$ cat src/hw/pfp_consts.svh
// constants for the parallel flash programming port command layer
`ifndef PFP_CONSTS_SVH
`define PFP_CONSTS_SVH

// pin bus widths
`define PFP_DATA_W 16
`define PFP_MODE_W 4
`define PFP_ADDR_W 32

// opcodes carried on the data bus in command select mode
`define PFP_OP_GET_LOCK 16'h0015
`define PFP_OP_SET_GP 16'h0034
`define PFP_OP_CLR_GP 16'h0044
`define PFP_OP_GET_GP 16'h0025
`define PFP_OP_SET_SEC 16'h0054
`define PFP_OP_MEM_WR 16'h001F
`define PFP_OP_GET_VER 16'h001E

// argument that erase-all and set-security demand
`define PFP_ARG_ZERO 16'h0000

// erase pin hold time and the clock rate it is counted at
`define PFP_ERASE_HOLD_MS 220
`define PFP_CLK_KHZ 125000
`define PFP_ERASE_HOLD_CYC (`PFP_ERASE_HOLD_MS * `PFP_CLK_KHZ)

// wishbone register byte offsets
`define PFP_WB_CTRL 8'h00
`define PFP_WB_LOCK 8'h04
`define PFP_WB_GP 8'h08
`define PFP_WB_STATUS 8'h0C

// field positions and reset values
`define PFP_CTRL_EN_BIT 0
`define PFP_CTRL_RST 1'b1
`define PFP_STAT_SEC_BIT 0
`define PFP_STAT_ABORT_BIT 1

`endif

$ cat src/hw/pfp_pkg.sv
// types shared by the parallel flash programming port
package pfp_pkg;

   // pin handshake sequencer states
   typedef enum logic [2:0] {
      ST_IDLE    = 3'b000,
      ST_WAIT    = 3'b001,
      ST_DRIVE   = 3'b010,
      ST_RELEASE = 3'b011,
      ST_LOCKED  = 3'b100
   } pfp_state_t;

   // command currently selected by the programmer
   typedef enum logic [3:0] {
      CMD_NONE      = 4'b0000,
      CMD_ERASE_ALL = 4'b0001,
      CMD_SET_LOCK  = 4'b0010,
      CMD_CLR_LOCK  = 4'b0011,
      CMD_GET_LOCK  = 4'b0100,
      CMD_SET_GP    = 4'b0101,
      CMD_CLR_GP    = 4'b0110,
      CMD_GET_GP    = 4'b0111,
      CMD_SET_SEC   = 4'b1000,
      CMD_MEM_WR    = 4'b1001,
      CMD_GET_VER   = 4'b1010,
      CMD_PAGE_LOCK = 4'b1011
   } pfp_cmd_t;

endpackage

$ cat src/hw/pfp_top.sv
// parallel flash programming port: pin handshake, command layer, wishbone view
// How it works
// - erase-all opcode then data zero erases flash
// - any lock set aborts full erase entirely
// - set-lock mask bit n sets lock n
// - clear-lock mask bit n clears lock n
// - page-write-and-lock commands lock their region
// - get-lock read returns lock bit mask
// - set-gp mask bit n sets gp bit n
// - clear-gp pattern ones clear gp bits
// - get-gp read returns gp bit mask
// - set-security opcode then data zero sets security
// - security set disables the pin handshake completely
// - long erase pin hold with test select low erases, then clears security
// - memory write loads address, writes words, increments
// - get-version read returns the version word
// - fixed opcode values decode the commands
// - write handshake: latch, drop ready, execute, ready
// - read handshake: drive word, valid low, release
// - new command completes and flushes the previous
//
// Implementation choices: register access over Wishbone and the register addresses.
`timescale 1ns/1ps
`include "pfp_consts.svh"
module pfp_top
   import pfp_pkg::*;
#(
   parameter int unsigned ERASE_HOLD_CYC = `PFP_ERASE_HOLD_CYC,
   parameter logic [3:0] MODE_CMD = 4'h1,
   parameter logic [3:0] MODE_ADDR_LO = 4'h2,
   parameter logic [3:0] MODE_ADDR_HI = 4'h3,
   parameter logic [3:0] MODE_DATA = 4'h0,
   parameter logic [15:0] OP_ERASE_ALL = 16'h0001,
   parameter logic [15:0] OP_SET_LOCK = 16'h0002,
   parameter logic [15:0] OP_CLR_LOCK = 16'h0003,
   parameter logic [15:0] OP_PAGE_LOCK = 16'h0004,
   parameter logic [15:0] OP_ERASE_PAGE_LOCK = 16'h0005,
   parameter logic [15:0] VERSION = 16'h0001, // arbitrary value
   parameter int LOCK_SHIFT = 12
) (
   input wire logic clk_i,
   input wire logic rst_i,
   input wire logic wb_cyc_i,
   input wire logic wb_stb_i,
   input wire logic wb_we_i,
   input wire logic [7:0] wb_adr_i,
   input wire logic [3:0] wb_sel_i,
   input wire logic [31:0] wb_dat_i,
   output logic [31:0] wb_dat_o,
   output logic wb_ack_o,
   input wire logic [3:0] mode_i,
   input wire logic [15:0] data_i,
   output logic [15:0] data_o,
   output logic data_oe_o,
   input wire logic command_strobe_n_i,
   input wire logic output_enable_n_i,
   output logic ready_o,
   output logic read_valid_n_o,
   input wire logic test_select_i,
   input wire logic erase_pin_i,
   output logic mem_wr_o,
   output logic [31:0] mem_addr_o,
   output logic [15:0] mem_wdata_o,
   output logic flash_erase_o,
   input wire logic flash_erase_done_i,
   output logic page_flush_o
);
   // synchronised pin levels
   logic [3:0] mode_s; // mode selector
   logic [15:0] data_s; // data bus input
   logic strobe_n_s; // command strobe, low active
   logic oe_n_s; // output enable, low active
   logic test_s; // test select level
   logic erase_s; // erase pin level
   logic erase_fire; // erase pin held long enough

   // handshake and command state
   pfp_state_t state_reg, state_next; // sequencer
   pfp_cmd_t cmd_reg, cmd_next; // selected command
   logic [3:0] mode_reg, mode_next; // latched mode
   logic [15:0] arg_reg, arg_next; // latched data word
   logic [31:0] addr_reg, addr_next; // internal auto-increment address
   logic [15:0] lock_reg, lock_next; // lock bits
   logic [15:0] gp_reg, gp_next; // general purpose nonvolatile bits
   logic [15:0] pend_lock_reg, pend_lock_next; // regions to lock on flush
   logic sec_reg, sec_next; // security bit
   logic sec_clr_pend_reg, sec_clr_pend_next; // erase running for security clear
   logic abort_reg, abort_next; // sticky full erase abort flag
   logic [15:0] dout_reg, dout_next; // read word on the pins
   logic doe_reg, doe_next; // data bus drive enable
   logic valid_n_reg, valid_n_next; // read valid flag, low active
   logic mem_wr_reg, mem_wr_next; // memory write pulse
   logic [31:0] mem_addr_reg, mem_addr_next; // memory write address
   logic [15:0] mem_wdata_reg, mem_wdata_next; // memory write data
   logic erase_reg, erase_next; // flash erase request pulse
   logic flush_reg, flush_next; // load buffer flush pulse
   logic [15:0] read_word; // word a read handshake returns
   logic exec; // write handshake completes this cycle

   // wishbone state
   logic ack_reg, ack_next; // bus acknowledge
   logic [31:0] wb_dat_reg, wb_dat_next; // bus read data
   logic port_en_reg, port_en_next; // software enable of the pin port
   logic wb_hit; // active bus cycle
   logic wb_wr; // write taking effect this edge
   logic wb_clr_abort; // software clears the abort flag

   // pin synchronisers
   pfp_sync #(.W(20), .RST_VAL(20'h0_0000)) u_sync_bus (
      .clk_i(clk_i),
      .rst_i(rst_i),
      .d_i({mode_i, data_i}),
      .q_o({mode_s, data_s})
   );
   pfp_sync #(.W(2), .RST_VAL(2'h3)) u_sync_strobe (
      .clk_i(clk_i),
      .rst_i(rst_i),
      .d_i({command_strobe_n_i, output_enable_n_i}),
      .q_o({strobe_n_s, oe_n_s})
   );
   pfp_sync #(.W(2), .RST_VAL(2'h2)) u_sync_erase (
      .clk_i(clk_i),
      .rst_i(rst_i),
      .d_i({test_select_i, erase_pin_i}),
      .q_o({test_s, erase_s})
   );

   // erase pin hold timer
   pfp_erase_timer #(.HOLD_CYC(ERASE_HOLD_CYC)) u_erase_timer (
      .clk_i(clk_i),
      .rst_i(rst_i),
      .erase_i(erase_s),
      .test_i(test_s),
      .fire_o(erase_fire)
   );

   assign exec = (state_reg == ST_WAIT) && oe_n_s && strobe_n_s;

   // read word chosen by the selected command
   always_comb begin
      case (cmd_reg)
         CMD_GET_LOCK: read_word = lock_reg;
         CMD_GET_GP: read_word = gp_reg;
         CMD_GET_VER: read_word = VERSION;
         default: read_word = 16'h0000;
      endcase
   end

   // handshake sequencer and command execution
   always_comb begin
      state_next = state_reg;
      cmd_next = cmd_reg;
      mode_next = mode_reg;
      arg_next = arg_reg;
      addr_next = addr_reg;
      lock_next = lock_reg;
      gp_next = gp_reg;
      pend_lock_next = pend_lock_reg;
      sec_next = sec_reg;
      sec_clr_pend_next = sec_clr_pend_reg;
      abort_next = abort_reg & ~wb_clr_abort;
      dout_next = dout_reg;
      doe_next = doe_reg;
      valid_n_next = valid_n_reg;
      mem_wr_next = 1'b0;
      mem_addr_next = mem_addr_reg;
      mem_wdata_next = mem_wdata_reg;
      erase_next = 1'b0;
      flush_next = 1'b0;
      case (state_reg)
         ST_IDLE: begin
            // ready is shown here; a falling strobe latches mode and data
            if (sec_reg) begin
               state_next = ST_LOCKED;
            end else if (port_en_reg && !strobe_n_s) begin
               mode_next = mode_s;
               arg_next = data_s;
               state_next = ST_WAIT;
            end
         end
         ST_WAIT: begin
            if (!oe_n_s) begin
               // read handshake: drive the word and pull valid low
               dout_next = read_word;
               doe_next = 1'b1;
               valid_n_next = 1'b0;
               state_next = ST_DRIVE;
            end else if (strobe_n_s) begin
               // write handshake done: execute, then back to ready
               state_next = ST_IDLE;
               if (mode_reg == MODE_CMD) begin
                  // new command finishes the old one and flushes the buffer
                  flush_next = 1'b1;
                  lock_next = lock_reg | pend_lock_reg;
                  pend_lock_next = 16'h0000;
                  if (arg_reg == OP_ERASE_ALL) begin
                     cmd_next = CMD_ERASE_ALL;
                  end else if (arg_reg == OP_SET_LOCK) begin
                     cmd_next = CMD_SET_LOCK;
                  end else if (arg_reg == OP_CLR_LOCK) begin
                     cmd_next = CMD_CLR_LOCK;
                  end else if (arg_reg == OP_PAGE_LOCK || arg_reg == OP_ERASE_PAGE_LOCK) begin
                     cmd_next = CMD_PAGE_LOCK;
                  end else begin
                     case (arg_reg)
                        `PFP_OP_GET_LOCK: cmd_next = CMD_GET_LOCK;
                        `PFP_OP_SET_GP: cmd_next = CMD_SET_GP;
                        `PFP_OP_CLR_GP: cmd_next = CMD_CLR_GP;
                        `PFP_OP_GET_GP: cmd_next = CMD_GET_GP;
                        `PFP_OP_SET_SEC: cmd_next = CMD_SET_SEC;
                        `PFP_OP_MEM_WR: cmd_next = CMD_MEM_WR;
                        `PFP_OP_GET_VER: cmd_next = CMD_GET_VER;
                        default: cmd_next = CMD_NONE;
                     endcase
                  end
               end else if (mode_reg == MODE_ADDR_LO) begin
                  addr_next = {addr_reg[31:16], arg_reg};
               end else if (mode_reg == MODE_ADDR_HI) begin
                  addr_next = {arg_reg, addr_reg[15:0]};
               end else if (mode_reg == MODE_DATA) begin
                  case (cmd_reg)
                     CMD_ERASE_ALL: begin
                        if (arg_reg == `PFP_ARG_ZERO) begin
                           if (|lock_reg) begin
                              abort_next = 1'b1;
                           end else begin
                              erase_next = 1'b1;
                           end
                        end
                     end
                     CMD_SET_LOCK: lock_next = lock_reg | arg_reg;
                     CMD_CLR_LOCK: lock_next = lock_reg & ~arg_reg;
                     CMD_SET_GP: gp_next = gp_reg | arg_reg;
                     CMD_CLR_GP: gp_next = gp_reg & ~arg_reg;
                     CMD_SET_SEC: begin
                        if (arg_reg == `PFP_ARG_ZERO) begin
                           sec_next = 1'b1;
                           state_next = ST_LOCKED;
                        end
                     end
                     CMD_MEM_WR: begin
                        mem_wr_next = 1'b1;
                        mem_addr_next = addr_reg;
                        mem_wdata_next = arg_reg;
                        addr_next = addr_reg + 32'h0000_0001;
                     end
                     CMD_PAGE_LOCK: begin
                        // page data goes to the page buffer elsewhere; remember the region
                        pend_lock_next = pend_lock_reg | (16'h0001 << addr_reg[LOCK_SHIFT +: 4]);
                        addr_next = addr_reg + 32'h0000_0001;
                     end
                     default: begin
                        // no command or a read command selected: data is dropped
                        cmd_next = cmd_reg;
                     end
                  endcase
               end
            end
         end
         ST_DRIVE: begin
            // output enable back high: release the bus and raise valid
            if (oe_n_s) begin
               doe_next = 1'b0;
               valid_n_next = 1'b1;
               state_next = ST_RELEASE;
            end
         end
         ST_RELEASE: begin
            // read handshake ends when the strobe returns high
            if (strobe_n_s) begin
               state_next = ST_IDLE;
            end
         end
         ST_LOCKED: begin
            // port dead until the erase sequence has cleared security
            if (!sec_reg) begin
               state_next = ST_IDLE;
            end
         end
         default: begin
            state_next = ST_IDLE;
         end
      endcase
      // erase pin sequence: erase flash first, then clear security
      if (erase_fire) begin
         sec_clr_pend_next = 1'b1;
         erase_next = 1'b1;
      end else if (sec_clr_pend_reg && flash_erase_done_i) begin
         sec_clr_pend_next = 1'b0;
         sec_next = 1'b0;
      end
   end

   // handshake and command registers
   always_ff @(posedge clk_i) begin
      if (rst_i) begin
         state_reg <= ST_IDLE;
         cmd_reg <= CMD_NONE;
         mode_reg <= 4'h0;
         arg_reg <= 16'h0000;
         addr_reg <= 32'h0000_0000;
         lock_reg <= 16'h0000;
         gp_reg <= 16'h0000;
         pend_lock_reg <= 16'h0000;
         sec_reg <= 1'b0;
         sec_clr_pend_reg <= 1'b0;
         abort_reg <= 1'b0;
         dout_reg <= 16'h0000;
         doe_reg <= 1'b0;
         valid_n_reg <= 1'b1;
         mem_wr_reg <= 1'b0;
         mem_addr_reg <= 32'h0000_0000;
         mem_wdata_reg <= 16'h0000;
         erase_reg <= 1'b0;
         flush_reg <= 1'b0;
      end else begin
         state_reg <= state_next;
         cmd_reg <= cmd_next;
         mode_reg <= mode_next;
         arg_reg <= arg_next;
         addr_reg <= addr_next;
         lock_reg <= lock_next;
         gp_reg <= gp_next;
         pend_lock_reg <= pend_lock_next;
         sec_reg <= sec_next;
         sec_clr_pend_reg <= sec_clr_pend_next;
         abort_reg <= abort_next;
         dout_reg <= dout_next;
         doe_reg <= doe_next;
         valid_n_reg <= valid_n_next;
         mem_wr_reg <= mem_wr_next;
         mem_addr_reg <= mem_addr_next;
         mem_wdata_reg <= mem_wdata_next;
         erase_reg <= erase_next;
         flush_reg <= flush_next;
      end
   end

   // wishbone decode; writes land on the edge where the master samples ack, one after the edge that raises it
   assign wb_hit = wb_cyc_i & wb_stb_i;
   assign wb_wr = wb_hit & ack_reg & wb_we_i & wb_sel_i[0];
   assign wb_clr_abort = wb_wr && (wb_adr_i == `PFP_WB_STATUS) &&
                         wb_dat_i[`PFP_STAT_ABORT_BIT];

   // wishbone slave: ack one cycle after the request, read data beside it
   always_comb begin
      ack_next = wb_hit & ~ack_reg;
      wb_dat_next = wb_dat_reg;
      port_en_next = port_en_reg;
      if (wb_hit && !ack_reg) begin
         case (wb_adr_i)
            `PFP_WB_CTRL: wb_dat_next = {31'h0000_0000, port_en_reg};
            `PFP_WB_LOCK: wb_dat_next = {16'h0000, lock_reg};
            `PFP_WB_GP: wb_dat_next = {16'h0000, gp_reg};
            `PFP_WB_STATUS: wb_dat_next = {16'h0000, 9'h000, state_reg, 1'b0,
                                           sec_clr_pend_reg, abort_reg, sec_reg};
            default: wb_dat_next = 32'h0000_0000;
         endcase
      end
      if (wb_wr && wb_adr_i == `PFP_WB_CTRL) begin
         port_en_next = wb_dat_i[`PFP_CTRL_EN_BIT];
      end
   end

   // wishbone registers
   always_ff @(posedge clk_i) begin
      if (rst_i) begin
         ack_reg <= 1'b0;
         wb_dat_reg <= 32'h0000_0000;
         port_en_reg <= `PFP_CTRL_RST;
      end else begin
         ack_reg <= ack_next;
         wb_dat_reg <= wb_dat_next;
         port_en_reg <= port_en_next;
      end
   end

   // outputs
   assign wb_ack_o = ack_reg;
   assign wb_dat_o = wb_dat_reg;
   assign ready_o = (state_reg == ST_IDLE) && port_en_reg && !sec_reg;
   assign data_o = dout_reg;
   assign data_oe_o = doe_reg;
   assign read_valid_n_o = valid_n_reg;
   assign mem_wr_o = mem_wr_reg;
   assign mem_addr_o = mem_addr_reg;
   assign mem_wdata_o = mem_wdata_reg;
   assign flash_erase_o = erase_reg;
   assign page_flush_o = flush_reg;
endmodule

$ cat src/hw/pfp_sync.sv
// three-stage pin synchroniser with agreement filter
`timescale 1ns/1ps
module pfp_sync #(
   parameter int W = 1,
   parameter logic [W-1:0] RST_VAL = '0
) (
   input wire logic clk_i,
   input wire logic rst_i,
   input wire logic [W-1:0] d_i,
   output logic [W-1:0] q_o
);
   logic [W-1:0] s1_reg; // first stage, read only by the second
   logic [W-1:0] s2_reg; // second stage
   logic [W-1:0] s3_reg; // third stage
   logic [W-1:0] q_reg; // filtered level
   logic [W-1:0] q_next;

   // a bit moves only when the second and third stages agree
   always_comb begin
      q_next = (s2_reg & ~(s2_reg ^ s3_reg)) | (q_reg & (s2_reg ^ s3_reg));
   end

   // register chain
   always_ff @(posedge clk_i) begin
      if (rst_i) begin
         s1_reg <= RST_VAL;
         s2_reg <= RST_VAL;
         s3_reg <= RST_VAL;
         q_reg <= RST_VAL;
      end else begin
         s1_reg <= d_i;
         s2_reg <= s1_reg;
         s3_reg <= s2_reg;
         q_reg <= q_next;
      end
   end

   assign q_o = q_reg;
endmodule

$ cat src/hw/pfp_erase_timer.sv
// erase pin hold timer for the security clear sequence
`timescale 1ns/1ps
`include "pfp_consts.svh"
module pfp_erase_timer #(
   parameter int unsigned HOLD_CYC = `PFP_ERASE_HOLD_CYC
) (
   input wire logic clk_i,
   input wire logic rst_i,
   input wire logic erase_i,
   input wire logic test_i,
   output logic fire_o
);
   logic [31:0] cnt_reg; // cycles the erase pin has stayed high
   logic [31:0] cnt_next;
   logic fire_reg; // one-cycle pulse once the hold count is reached
   logic fire_next;
   logic armed; // erase held with the test input low

   assign armed = erase_i & ~test_i;

   // count while held, saturate at the limit so it fires once per hold
   always_comb begin
      cnt_next = cnt_reg;
      fire_next = 1'b0;
      if (!armed) begin
         cnt_next = 32'h0000_0000;
      end else if (cnt_reg != HOLD_CYC[31:0]) begin
         cnt_next = cnt_reg + 32'h0000_0001;
         fire_next = (cnt_next == HOLD_CYC[31:0]);
      end
   end

   // registers
   always_ff @(posedge clk_i) begin
      if (rst_i) begin
         cnt_reg <= 32'h0000_0000;
         fire_reg <= 1'b0;
      end else begin
         cnt_reg <= cnt_next;
         fire_reg <= fire_next;
      end
   end

   assign fire_o = fire_reg;
endmodule

$ cat config.mk
export PLATFORM = sky130hd
export DESIGN_NAME = pfp_top
export DESIGN_NICKNAME = d
export VERILOG_FILES = /design/src/hw/pfp_pkg.sv /design/src/hw/pfp_top.sv /design/src/hw/pfp_sync.sv /design/src/hw/pfp_erase_timer.sv
export VERILOG_INCLUDE_DIRS = /design/src /design/src/hw
export SDC_FILE = /design/constraint.sdc
export NUM_CORES = 1
export LEC_CHECK = 0
export ABC_CLOCK_PERIOD_IN_PS = 4000
export CORE_ASPECT_RATIO = 1.4
export CORE_MARGIN = 5
export CORE_UTILIZATION = 45
export DETAILED_ROUTE_END_ITERATION = 8
export DONT_BUFFER_PORTS = 1
export PLACE_DENSITY = 0.69
export SYNTH_ARGS = -nofsm -noshare
export SYNTH_HDL_FRONTEND = slang
export SYNTH_SLANG_ARGS = --single-unit
$ cat constraint.sdc
create_clock -name clk_i -period 4 [get_ports clk_i]
set_input_delay 0.2 -clock clk_i [delete_from_list [all_inputs] [get_ports clk_i]]
set_output_delay 0.2 -clock clk_i [all_outputs]
set_load 0.005 [all_outputs]
==> out/qor.csv <==
metric,value,unit
Tot GR Track Use,19.9,%
CP Max Fanout,49,
drt pass-1 iters,7,
H-tree lvl count,2,
die footprint,34200,µm²
first-pass GRT wire length,56.2,mm
WL/cell,17.1,µm
P_leak,0.00513,µW
CP required,4.34,ns
Final Total Pwr,6580,µW
CTS root buffer,clkbuf_16,
met1 usage,23.7,%
Peak VDD IR,0.390,mV
final hold vios,0,
synthesized flop and latch total,326,
clock-pin transition on the worst setup and hold timing paths,0.06,ns
fin. max-slew vios,0,
Via density,5.64,
Least-Margin Pin Slew,1.17,ns
final-stage net count,1706,
synth-to-layout area growth,12.7,%
DR vias,11500,
Setup WS post-layout,1.18,ns
Post-Place Cell Area,13700,µm²
post-route ant nets,0,
"EDFF count, synth",0,
DRT Wirelength,34.8,mm
ys flop type,dfxtp_1,
core area,30100,µm²
# resized after CTS,0,
cell area after synthesis,13800,µm²
Max-Cap Viols,0,
post-detailed-route DRC marker count,0,
post-route cell area,15500,µm²
# rows,75,
CTS max path bufs,3,
Initial Utilization,45.7,%
Cells after Synth,1650,
number of synthesis warnings,0,
initial antenna violation count,0,
clock sinks,326,
post-place setup slack,1.20,ns
PD cells,424,nW/µm²
final setup violation count,0,
CP endpoint kind,flop,
RSZ-0062 raised after global routing,false,
initial drt markers,781,
PortBufs,0,
TNS Setup,0,ns
Antenna Cells,0,
worst skew pair latency,0.52,ns
synth top area cells,"dfxtp_1 47%, a21oi_1 6.9%, nand2_1 6.9%, nor2_1 4.3%, nor2b_1 3.1%",
status,completed,
Peak Freq,355,MHz
post-detail-place hpwl,22.4,mm
Die H,217,µm
die width,158,µm
Synth cell types,74,
GP Congestion,0.889,
clock skew,0.0172,ns
CP Launch Type,flop,
Num CTS Buffers,34,
"Setup Fix Bufs, Post-CTS",0,
share of the synthesized area in the top cell type,47.4,%
TritonCTS clock tree,built,
largest net degree at the start of global routing,225,
share of flip-flops with an asynchronous set or reset,0,%
final worst-path cycle share,70.4,%
grt total ovfl,0,
met2 Usage GRT,35.8,%
gr busiest metal,met2,
number of global-route vias before repair,11100,
"Min Clock Period, post-route",2.82,ns
CP Data Arrival Time,3.16,ns
post-synthesis sequential area ratio,47.4,%
worst min path class,in2reg,
Slew headroom,21.6,%
most area-hungry cell type in the Yosys netlist,dfxtp_1,
layout cells sized above 1,7.03,%
fin util,51.5,%
M3 GR Usage,3.54,%
io pins,177,
type of the worst setup path,reg2reg,
syn_area_per_cell,8.34,µm²
==> where the power goes <==
part | leakage, µW | internal (µW) | switching, µW
combinational | 0.00195 | 51.4 | 58.4
clock | 0.000544 | 1890 | 1290
sequential | 0.00264 | 3280 | 12.4
==> metal layers <==
layer / vias up / part of all wire [%]
met5: - / 0
met4: 0 / 2.6
met3: 55 / 5.2
met2: 274 / 51
met1: 5468 / 41
li1: 5674 / -
==> repair_timing <==
item	in CTS	in global routing
endpoints found under the hold margin	275	0
hold buffers	65	0
setup endpoints to repair	0	0
==> cell families (layout without fill, tap and decap cells) <==
kind of cell / Yosys count / in the layout / share of synthesized area, %
multiplexers: 11 / 11 / 0.946
other: 1 / 16 / 0.0273
adder cells (fa/ha/maj): 3 / 3 / 0.273
buffers and inverters: 171 / 156 / 5.59
XOR/XNOR: 31 / 31 / 1.97
AND/OR/NAND/NOR: 680 / 680 / 24.4
AO/OA/AOI/OAI: 427 / 427 / 19.3
flip-flops: 326 / 326 / 47.4
==> synthesized netlist by cell type, types with 6 or more instances <==
cell	n
a211oi_1	45
a21oi_1	190
a22o_1	20
a22oi_1	39
a2bb2oi_1	18
a31oi_1	9
and3_1	10
and4_1	9
buf_2	31
buf_4	20
clkbuf_1	92
dfxtp_1	326
inv_1	21
mux2_2	6
nand2_1	252
nand2b_1	12
nand3_1	28
nand4_1	28
nor2_1	156
nor2b_1	68
nor3_1	24
nor3b_1	7
nor4_1	20
o21ai_0	60
o41ai_1	6
or2_2	13
or3_1	10
xnor2_1	16
xor2_1	15
==> final cells by class <==
type                            count  area, µm²
Inverter                           21       78.8
Multi-Input combinational cell   1168       6540
Sequential cell                   326       6530
Timing Repair Buffer               78        766
Fill cell                        2829      14600
Clock buffer                       43        958
Tap cell                          385        482
Clock inverter                     14        160
==> worst max-delay path, stage by stage (launching register included) <==
cell and delay [ns]:
dfxtp_1 0.39, nor4_2 0.34, nand4bb_1 0.42, or4_2 1.17, nand2_1 0.21, a21oi_1 0.09
==> path summary, 6_finish.rpt <==
path	startpoint	endpoint	slack [ns]	cells after the start
worst max-delay path	mode_reg[2]$_SDFFE_PP0P_	mem_addr_o[18]$_SDFFE_PP0P_	1.18	5
worst min-delay path	rst_i	data_o[0]$_SDFFE_PP0P_	0.17	2
worst min register to register	u_sync_bus.s1_reg[11]$_SDFF_PP0_	u_sync_bus.s2_reg[11]$_SDFF_PP0_	0.44	1
worst max register to register	mode_reg[2]$_SDFFE_PP0P_	mem_addr_o[18]$_SDFFE_PP0P_	1.18	5
==> placed cells by master, fill, tap and decap left out, drive strengths merged, types with 5 or more instances in the layout <==
master | netlist | routed
a31o | 5 | 5
or3 | 11 | 11
dlygate4sd3 | 0 | 64
clkbuf | 96 | 43
xor2 | 15 | 15
or2 | 15 | 15
a2bb2oi | 18 | 18
inv | 21 | 22
nor2 | 157 | 157
conb | 1 | 16
and4 | 9 | 9
a31oi | 9 | 9
xnor2 | 16 | 16
nor4 | 26 | 26
clkinv | 0 | 7
o31ai | 5 | 5
nand2 | 252 | 252
a211oi | 45 | 45
nand2b | 12 | 12
and3 | 10 | 10
nand3b | 5 | 5
nand3 | 28 | 28
o21ai | 60 | 60
dfxtp | 326 | 326
nor3b | 8 | 8
o41ai | 6 | 6
nor2b | 68 | 68
nor3 | 28 | 28
mux2 | 6 | 6
nand4b | 5 | 5
a21oi | 191 | 191
buf | 54 | 14
a22oi | 39 | 39
a22o | 20 | 20
nand4 | 29 | 29
==> stage by stage <==
step,hold WS [ns],instances
2_1_floorplan,0.304,1665
6_report,0.174,2035
5_1_grt,0.233,2035
4_1_cts,0.169,2035
3_3_place_gp,0.298,1913
3_5_place_dp,0.301,1913
Power figures use the tool's default switching activity.
